**src/design/nand_host_pkg.sv**
```systemverilog
package nand_host_pkg;
   // ------------------------------------------------------------------
   // bus widths and address layout
   // ------------------------------------------------------------------
   localparam int IO_W = 16;
   localparam int ADDR_CYCLES = 5;
   localparam int COL_W_X8 = 12;
   localparam int COL_W_X16 = 11;
   localparam int ROW_W = 17;
   localparam int PLANE_BIT_X8 = 18;
   localparam int PLANE_BIT_X16 = 17;
   localparam int FIFO_DEPTH = 8;

   // ------------------------------------------------------------------
   // command codes
   // ------------------------------------------------------------------
   localparam logic [7:0] CMD_READ_SETUP = 8'h00;
   localparam logic [7:0] CMD_READ_CONFIRM = 8'h30;

   // ------------------------------------------------------------------
   // timing
   // ------------------------------------------------------------------
   localparam int CLK_PERIOD_NS = 25;
   localparam int STROBE_LOW_NS = 25;
   localparam int STROBE_HIGH_NS = 25;
   localparam int READ_ACCESS_DELAY_NS = 25;
   localparam int STROBE_LOW_CYC =
      (STROBE_LOW_NS + CLK_PERIOD_NS - 1) / CLK_PERIOD_NS;
   localparam int STROBE_HIGH_CYC =
      (STROBE_HIGH_NS + CLK_PERIOD_NS - 1) / CLK_PERIOD_NS;
   localparam int READ_ACCESS_DELAY_CYC =
      (READ_ACCESS_DELAY_NS + CLK_PERIOD_NS - 1) / CLK_PERIOD_NS;
   localparam int HOLD_W = 4;

   // ------------------------------------------------------------------
   // carriers
   // ------------------------------------------------------------------
   typedef enum logic [1:0] {
      OP_COMMAND,
      OP_ADDRESS,
      OP_WRITE_DATA,
      OP_PAGE_READ
   } op_t;

   typedef struct packed {
      op_t op;
      logic [15:0] word;
      logic [11:0] column;
      logic [16:0] row;
      logic [11:0] count;
   } request_t;

   typedef struct packed {
      logic chip_select_n;
      logic cmd_latch;
      logic addr_latch;
      logic write_strobe_n;
      logic read_strobe_n;
   } strobes_t;
endpackage

```
**src/design/word_fifo.sv**
```systemverilog
module word_fifo
   import nand_host_pkg::*;
#(
   parameter int WIDTH = 16,
   parameter int DEPTH = 8
) (
   // clock and reset
   input wire logic clock,
   input wire logic rst,
   // fill side
   input wire logic in_valid,
   output logic in_ready,
   input wire logic [WIDTH-1:0] in_data,
   // drain side
   output logic out_valid,
   input wire logic out_ready,
   output logic [WIDTH-1:0] out_data
);
   localparam int AW = $clog2(DEPTH);
   logic [WIDTH-1:0] mem [DEPTH];
   logic [AW-1:0] wr_reg;
   logic [AW-1:0] rd_reg;
   logic [AW:0] fill_reg;
   wire push = in_valid && in_ready;
   wire pop = out_valid && out_ready;

   assign in_ready = fill_reg != (AW+1)'(DEPTH);
   assign out_valid = fill_reg != '0;
   assign out_data = mem[rd_reg];

   always_ff @(posedge clock) begin
      if (push) begin
         mem[wr_reg] <= in_data;
      end
   end

   always_ff @(posedge clock) begin
      if (rst) begin
         wr_reg <= '0;
         rd_reg <= '0;
         fill_reg <= '0;
      end else begin
         if (push) wr_reg <= (wr_reg == AW'(DEPTH-1)) ? '0 : wr_reg + 1'b1;
         if (pop) rd_reg <= (rd_reg == AW'(DEPTH-1)) ? '0 : rd_reg + 1'b1;
         fill_reg <= fill_reg + (AW+1)'(push) - (AW+1)'(pop);
      end
   end
endmodule // word_fifo

```
**src/design/nand_host.sv**
```systemverilog
// Function
// - values latched on write strobe rising edge
// - address latch high marks address cycle
// - command latch high marks command cycle
// - shared I/O carries command, address, data
// - x8 column in cycles one, two
// - x8 row in cycles three to five
// - x16 column eleven bits, upper byte low
// - x16 row in cycles three to five
// - host drives unused address bits low
// - page read: 00h, five addresses, 30h, wait
module nand_host
   import nand_host_pkg::*;
#(
   parameter bit WIDE_BUS = 1'b0,
   parameter int FIFO_WORDS = FIFO_DEPTH
) (
   // clock and reset
   input wire logic clock,
   input wire logic rst,
   // request side
   input wire logic req_valid,
   output logic req_ready,
   input wire request_t req,
   input wire logic write_protect_n_in,
   // read data side
   output logic rd_valid,
   input wire logic rd_ready,
   output logic [IO_W-1:0] rd_data,
   output logic busy,
   // flash pins
   output logic chip_select_n,
   output logic cmd_latch,
   output logic addr_latch,
   output logic write_strobe_n,
   output logic read_strobe_n,
   output logic write_protect_n,
   input wire logic ready_busy_n,
   input wire logic [IO_W-1:0] io_in,
   output logic [IO_W-1:0] io_out,
   output logic [IO_W-1:0] io_oe
);
   // ------------------------------------------------------------------
   // state
   // ------------------------------------------------------------------
   typedef enum logic [3:0] {
      S_IDLE,
      S_WR_LOW,
      S_WR_HIGH,
      S_NEXT,
      S_WAIT_BUSY,
      S_WAIT_READY,
      S_RD_LOW,
      S_RD_HIGH
   } state_t;

   state_t state_reg, state_next;
   strobes_t pins_reg, pins_next;
   logic [IO_W-1:0] io_reg, io_next;
   logic oe_reg, oe_next;
   logic [HOLD_W-1:0] hold_reg, hold_next;
   logic [2:0] step_reg, step_next;
   logic [11:0] left_reg, left_next;
   request_t cur_reg, cur_next;
   logic cap_valid;
   logic [IO_W-1:0] cap_data;
   logic fifo_ready;

   // ------------------------------------------------------------------
   // address cycle formatting
   // ------------------------------------------------------------------
   // column and row bits are packed so the unused pins stay low
   wire [7:0] col_lo = cur_reg.column[7:0];
   wire [7:0] col_hi_x8 = {4'h0, cur_reg.column[11:8]};
   wire [7:0] col_hi_x16 = {5'h00, cur_reg.column[10:8]};
   wire [7:0] row_b0 = cur_reg.row[7:0];
   wire [7:0] row_b1 = cur_reg.row[15:8];
   wire [7:0] row_b2 = {7'h00, cur_reg.row[16]};
   wire [7:0] col_hi = WIDE_BUS ? col_hi_x16 : col_hi_x8;
   // page read sends its setup command at step 0, so its bytes lag by one
   wire [2:0] addr_idx = (cur_reg.op == OP_PAGE_READ && step_reg != 3'd0) ?
      step_reg - 3'd1 : step_reg;
   wire [7:0] addr_byte =
      (addr_idx == 3'd0) ? col_lo :
      (addr_idx == 3'd1) ? col_hi :
      (addr_idx == 3'd2) ? row_b0 :
      (addr_idx == 3'd3) ? row_b1 : row_b2;
   // upper byte is always low on address and command cycles
   wire [IO_W-1:0] addr_word = {8'h00, addr_byte};
   wire [IO_W-1:0] read_cmd_word =
      {8'h00, (step_reg == 3'd0) ? CMD_READ_SETUP : CMD_READ_CONFIRM};
   wire is_page_read = cur_reg.op == OP_PAGE_READ;
   wire page_last = step_reg == 3'd6;
   wire page_cmd = (step_reg == 3'd0) || page_last;
   wire [IO_W-1:0] data_mask = WIDE_BUS ? 16'hFFFF : 16'h00FF;
   wire hold_done = hold_reg == '0;

   // ------------------------------------------------------------------
   // sequencer
   // ------------------------------------------------------------------
   always_comb begin
      state_next = state_reg;
      pins_next = pins_reg;
      io_next = io_reg;
      oe_next = oe_reg;
      hold_next = hold_done ? hold_reg : hold_reg - 1'b1;
      step_next = step_reg;
      left_next = left_reg;
      cur_next = cur_reg;
      cap_valid = 1'b0;
      cap_data = io_in & data_mask;
      case (state_reg)
         S_IDLE: begin
            pins_next = '{1'b1, 1'b0, 1'b0, 1'b1, 1'b1};
            oe_next = 1'b0;
            if (req_valid) begin
               cur_next = req;
               step_next = '0;
               left_next = req.count;
               state_next = S_NEXT;
            end
         end
         S_NEXT: begin
            // one write cycle: pick latch strobes per cycle kind
            pins_next.chip_select_n = 1'b0;
            pins_next.read_strobe_n = 1'b1;
            pins_next.write_strobe_n = 1'b0;
            oe_next = 1'b1;
            hold_next = HOLD_W'(STROBE_LOW_CYC - 1);
            state_next = S_WR_LOW;
            case (cur_reg.op)
               OP_COMMAND: begin
                  pins_next.cmd_latch = 1'b1;
                  pins_next.addr_latch = 1'b0;
                  io_next = {8'h00, cur_reg.word[7:0]};
               end
               OP_ADDRESS: begin
                  pins_next.cmd_latch = 1'b0;
                  pins_next.addr_latch = 1'b1;
                  io_next = addr_word;
               end
               OP_WRITE_DATA: begin
                  pins_next.cmd_latch = 1'b0;
                  pins_next.addr_latch = 1'b0;
                  io_next = cur_reg.word & data_mask;
               end
               OP_PAGE_READ: begin
                  pins_next.cmd_latch = page_cmd;
                  pins_next.addr_latch = !page_cmd;
                  io_next = page_cmd ? read_cmd_word : {8'h00, addr_byte};
               end
               default: state_next = S_IDLE;
            endcase
            if (is_page_read && !page_cmd) begin
               step_next = step_reg; // address index = step-1 above
            end
         end
         S_WR_LOW: begin
            if (hold_done) begin
               pins_next.write_strobe_n = 1'b1;
               hold_next = HOLD_W'(STROBE_HIGH_CYC - 1);
               state_next = S_WR_HIGH;
            end
         end
         S_WR_HIGH: begin
            if (hold_done) begin
               pins_next.cmd_latch = 1'b0;
               pins_next.addr_latch = 1'b0;
               if (cur_reg.op == OP_ADDRESS) begin
                  // only five cycles are meaningful to the device
                  step_next = step_reg + 1'b1;
                  state_next = (step_reg == 3'(ADDR_CYCLES - 1)) ?
                     S_IDLE : S_NEXT;
               end else if (is_page_read) begin
                  step_next = step_reg + 1'b1;
                  state_next = page_last ? S_WAIT_BUSY : S_NEXT;
               end else begin
                  state_next = S_IDLE;
               end
               oe_next = !(state_next == S_IDLE || page_last);
            end
         end
         S_WAIT_BUSY: begin
            // give the device time to pull busy low before trusting it
            oe_next = 1'b0;
            hold_next = HOLD_W'(STROBE_HIGH_CYC);
            state_next = S_WAIT_READY;
         end
         S_WAIT_READY: begin
            if (hold_done && ready_busy_n) begin
               state_next = (left_reg == '0) ? S_IDLE : S_RD_LOW;
               if (left_reg != '0) begin
                  pins_next.read_strobe_n = 1'b0;
                  hold_next = HOLD_W'(READ_ACCESS_DELAY_CYC);
               end
            end
         end
         S_RD_LOW: begin
            if (hold_done && fifo_ready) begin
               cap_valid = 1'b1;
               pins_next.read_strobe_n = 1'b1;
               left_next = left_reg - 1'b1;
               hold_next = HOLD_W'(STROBE_HIGH_CYC - 1);
               state_next = S_RD_HIGH;
            end
         end
         S_RD_HIGH: begin
            if (hold_done) begin
               if (left_reg == '0) begin
                  state_next = S_IDLE;
               end else begin
                  pins_next.read_strobe_n = 1'b0;
                  hold_next = HOLD_W'(READ_ACCESS_DELAY_CYC);
                  state_next = S_RD_LOW;
               end
            end
         end
         default: state_next = S_IDLE;
      endcase
   end

   always_ff @(posedge clock) begin
      if (rst) begin
         state_reg <= S_IDLE;
         pins_reg <= '{1'b1, 1'b0, 1'b0, 1'b1, 1'b1};
         io_reg <= '0;
         oe_reg <= 1'b0;
         hold_reg <= '0;
         step_reg <= '0;
         left_reg <= '0;
         cur_reg <= '0;
      end else begin
         state_reg <= state_next;
         pins_reg <= pins_next;
         io_reg <= io_next;
         oe_reg <= oe_next;
         hold_reg <= hold_next;
         step_reg <= step_next;
         left_reg <= left_next;
         cur_reg <= cur_next;
      end
   end

   // ------------------------------------------------------------------
   // read data buffer
   // ------------------------------------------------------------------
   // a full buffer stalls the read strobe, so no word is ever dropped
   word_fifo #(
      .WIDTH(IO_W),
      .DEPTH(FIFO_WORDS)
   ) u_fifo (
      .clock(clock),
      .rst(rst),
      .in_valid(cap_valid),
      .in_ready(fifo_ready),
      .in_data(cap_data),
      .out_valid(rd_valid),
      .out_ready(rd_ready),
      .out_data(rd_data)
   );

   // ------------------------------------------------------------------
   // pin outputs
   // ------------------------------------------------------------------
   assign req_ready = state_reg == S_IDLE;
   assign busy = state_reg != S_IDLE;
   assign chip_select_n = pins_reg.chip_select_n;
   assign cmd_latch = pins_reg.cmd_latch;
   assign addr_latch = pins_reg.addr_latch;
   assign write_strobe_n = pins_reg.write_strobe_n;
   assign read_strobe_n = pins_reg.read_strobe_n;
   // write protect passes through; low keeps the array safe
   assign write_protect_n = write_protect_n_in;
   assign io_out = io_reg;
   assign io_oe = {IO_W{oe_reg}};
endmodule // nand_host

```
**config.mk**
```make
export PLATFORM = sky130hd
export DESIGN_NAME = nand_host
export DESIGN_NICKNAME = d
export VERILOG_FILES = /design/src/design/nand_host_pkg.sv /design/src/design/word_fifo.sv /design/src/design/nand_host.sv
export SDC_FILE = /design/constraint.sdc
export NUM_CORES = 1
export LEC_CHECK = 0
export BUFFER_PORTS_ARGS = -buffer_cell sky130_fd_sc_hd__clkbuf_2
export CORE_ASPECT_RATIO = 2
export CORE_MARGIN = 10
export CORE_UTILIZATION = 56
export CTS_CLUSTER_SIZE = 40
export DETAILED_ROUTE_END_ITERATION = 7
export GPL_TIMING_DRIVEN = 0
export PLACE_DENSITY = 0.88
export SYNTH_ARGS = -nofsm -noshare
export SYNTH_HDL_FRONTEND = slang
export SYNTH_SLANG_ARGS = --single-unit
```
**constraint.sdc**
```tcl
create_clock -name clock -period 3.1 [get_ports clock]
set_clock_uncertainty 0.15 [all_clocks]
set_input_delay 0.775 -clock clock [delete_from_list [all_inputs] [get_ports clock]]
set_output_delay 0.775 -clock clock [all_outputs]
set_load 0.005 [all_outputs]
```
==> flow_summary.yaml <==
outcome:
  outcome: "complete, no violations"
worst_setup_path:
  critical-path-top-delay-family: "multiplexers"
  worst_path_max_delay_cell: "dfxtp_1"
  crit_top_cell: "clkbuf_2"
  critPathRequiredTime_ns: 2.17
  critical_path.endpoint_type: "output pin"
  max_stage_delay_ns: 0.52
  crit_buf_inv: 2
  cp_max_fo: 10
  setup.worst_path.start_class: "register"
  path_cells: "clkbuf_2 > mux4_2 > mux2_2 > clkbuf_2"
  arrival_ns: 2.07
  criticalPathCategory: "register to output pin"
logic_synthesis:
  yosysWarnings: 0
  yosys_register_bits: 152
  yosys-top-cells-area: "edfxtp_1, dfxtp_1, nand2_1"
  yosysTopAreaCellShare_pct: 26.3
  synth-simple-area-share_pct: 15.9
  synth.most_common_cell: "nand2_1"
  synth_compound_area_share_pct: 15.8
  synth_adder_area_share_pct: 3.18
  synth_cell_types: 65
  synth_edf_count: 64
  synthMuxAreaShare_pct: 6.72
  synth_area_leader_cell: "edfxtp_1"
  synth_top_family_by_area: "simple AND/OR/NAND/NOR gates"
  syn_area_per_cell_um2: 9.70
  ys.flop_type: "dfxtp_1"
  syn_inst: 754
  synth_xor_area_share_pct: 0.479
  mappedNetlistArea_um2: 7320
  synth_common_cells: "nand2_1, dfxtp_1, a21oi_1, edfxtp_1, clkbuf_1"
  synthArstFlopShare_pct: 0
  ys_seq_area_share_pct: 50.4
route:
  drt_iter0_drc: 462
  vias: 6284
  post-route-drc-count: 0
  wirelength_um: 21200
  drtPass1Iterations: 6
  vias_per_cell: 5.92
  final_antenna_net_count: 0
  wl_per_cell_um: 20.0
clock_tree:
  numCtsBuffers: 17
  cts_tree: "yes"
  cts_max_path_buffers: 2
  cts-root-buf: "clkbuf_16"
  h-tree-depth: 4
  clkTransAtPathRegs_ns: 0.07
  insertion_delay_ns: 0.42
  cts.sinks: 152
pwr:
  p_leak_nw: 3.42
  powerDensity_nw_per_um2: 788
  max-vdd-ir-drop_uv: 604
worst_hold_path:
  hp-class: "register to register"
placement:
  dp_hpwl_um: 15800
  pre_cts_ws_ns: -0.805
  port_buffers: 104
  gp_congestion: 1.02
global_route:
  gr-total-overflow: 0
  grt_pass1_vias: 6593
  grt_pass1_wl_um: 33400
  grt_max_degree: 19
  grtUsageTotal_pct: 23.0
  antenna_found_initial: 0
sta:
  worst_slew_pin_slew_ns: 0.762
  fmax_ghz: 0.334
  hold_viol: 0
  fin_crit_sh_pct: 96.5
  period_minus_slack_ns: 2.99
  whs_ns: 0.307
  rsz0062_at_grt: "no"
  maxSlewViolCount: 0
  report.final.setup_viol: 0
  slew_headroom_pct: 48.9
  setup_slack_ns: 0.110
floorplanning:
  chipHeight_um: 182
  num_io_pins: 138
  rows: 59
  core_um2: 12900
  die-area_um2: 18300
  dieWidth_um: 101
  start_util_pct: 56.6
layout:
  largest_register_ffs: 64
  syn_to_final_growth_pct: 21.4
  diodes: 0
  nets: 995
  drive_above_1_share_pct: 26.0
run:
  maxCapViolCount: 0
==> path summary, 6_finish.rpt <==
kind	cells past startpoint	from	slack [ns]	end
setup / recovery	4	register	0.11	rd_data[3]
hold / removal	2	cmd_latch$_SDFFE_PP0P_	0.31	cmd_latch$_SDFFE_PP0P_
setup reg to reg	9	step_reg[0]$_SDFFE_PP0P_	0.15	io_out[1]$_SDFFE_PP0P_
hold reg to reg	2	cmd_latch$_SDFFE_PP0P_	0.31	cmd_latch$_SDFFE_PP0P_
==> worst min-delay path, stage by stage, from the launching register on <==
cell and delay (ns):
dfxtp_1 0.31, nand2_1 0.05, a21oi_1 0.05
==> stage by stage <==
stage | cells | power, W | area, µm² | TNS, ns | utilization [%]
after global placement | 1025 | 0.00483 | 8080 | -30.80 | 62.6
final | 1061 | 0.00700 | 8880 | 0 | 68.7
after floorplan | 769 | 0.00416 | 7370 | 0 | -
after CTS | 1062 | 0.00695 | 8840 | 0 | 68.5
after detailed placement | 1028 | 0.00490 | 8130 | -21.68 | 62.9
after global routing | 1061 | 0.00737 | 8880 | 0 | 68.7
==> cells in the final DEF, fill, tap and decap left out, types with 4 or more instances in the layout <==
cell type,n
a21oi_1,80
a221oi_1,9
a22oi_1,5
a31oi_1,5
buf_1,5
buf_4,39
clkbuf_1,35
clkbuf_16,17
clkbuf_2,107
conb_1,16
dfxtp_1,87
edfxtp_1,64
ha_1,17
inv_1,27
inv_8,6
mux2_2,9
mux4_2,16
nand2_1,146
nand2b_1,5
nand3_1,12
nor2_1,28
nor3_1,20
nor3b_1,5
nor4_1,5
o21ai_0,33
o31ai_1,4
o32ai_1,4
o41ai_1,4
or3_1,6
==> power by group <==
group / internal (W) / switching (W)
registers: 0.00230 / 0.000217
logic: 0.00101 / 0.00143
clock network: 0.00109 / 0.000960
total: 0.00440 / 0.00260
==> cell type report <==
| cell class | count | area (µm²) |
|---|---|---|
| Sequential cell | 152 | 3690 |
| Inverter | 28 | 105 |
| Clock inverter | 15 | 166 |
| Buffer | 79 | 443 |
| Multi-Input combinational cell | 507 | 3260 |
| Timing Repair Buffer | 111 | 598 |
| Clock buffer | 17 | 425 |
| Tap cell | 152 | 190 |
| Fill cell | 973 | 4040 |
==> routing by layer <==
layer | global-route usage [%] | share of wire [%] | wire [µm]
met2 | 42.5 | 56 | 11900
met5 | 0 | 0 | 0
met1 | 20.7 | 31 | 6630
met4 | 15.7 | 6.5 | 1380
met3 | 5.86 | 6.0 | 1280
==> cells by family after synthesis <==
logic type,Yosys count
muxes,28
buffers and inverters,110
DFF,152
and+or+nand+nor,258
AOI/OAI and AO/OA,183
xor gates and xnor gates,4
other,1
adders and majority gates,18
==> what timing repair did <==
item	in CTS	in global routing
buffers inserted	4	0
pin swaps	3	0
gates resized for setup	18	10
setup endpoints to repair	56	66
hold buffers	0	0
(Power assumes the default switching activity.)
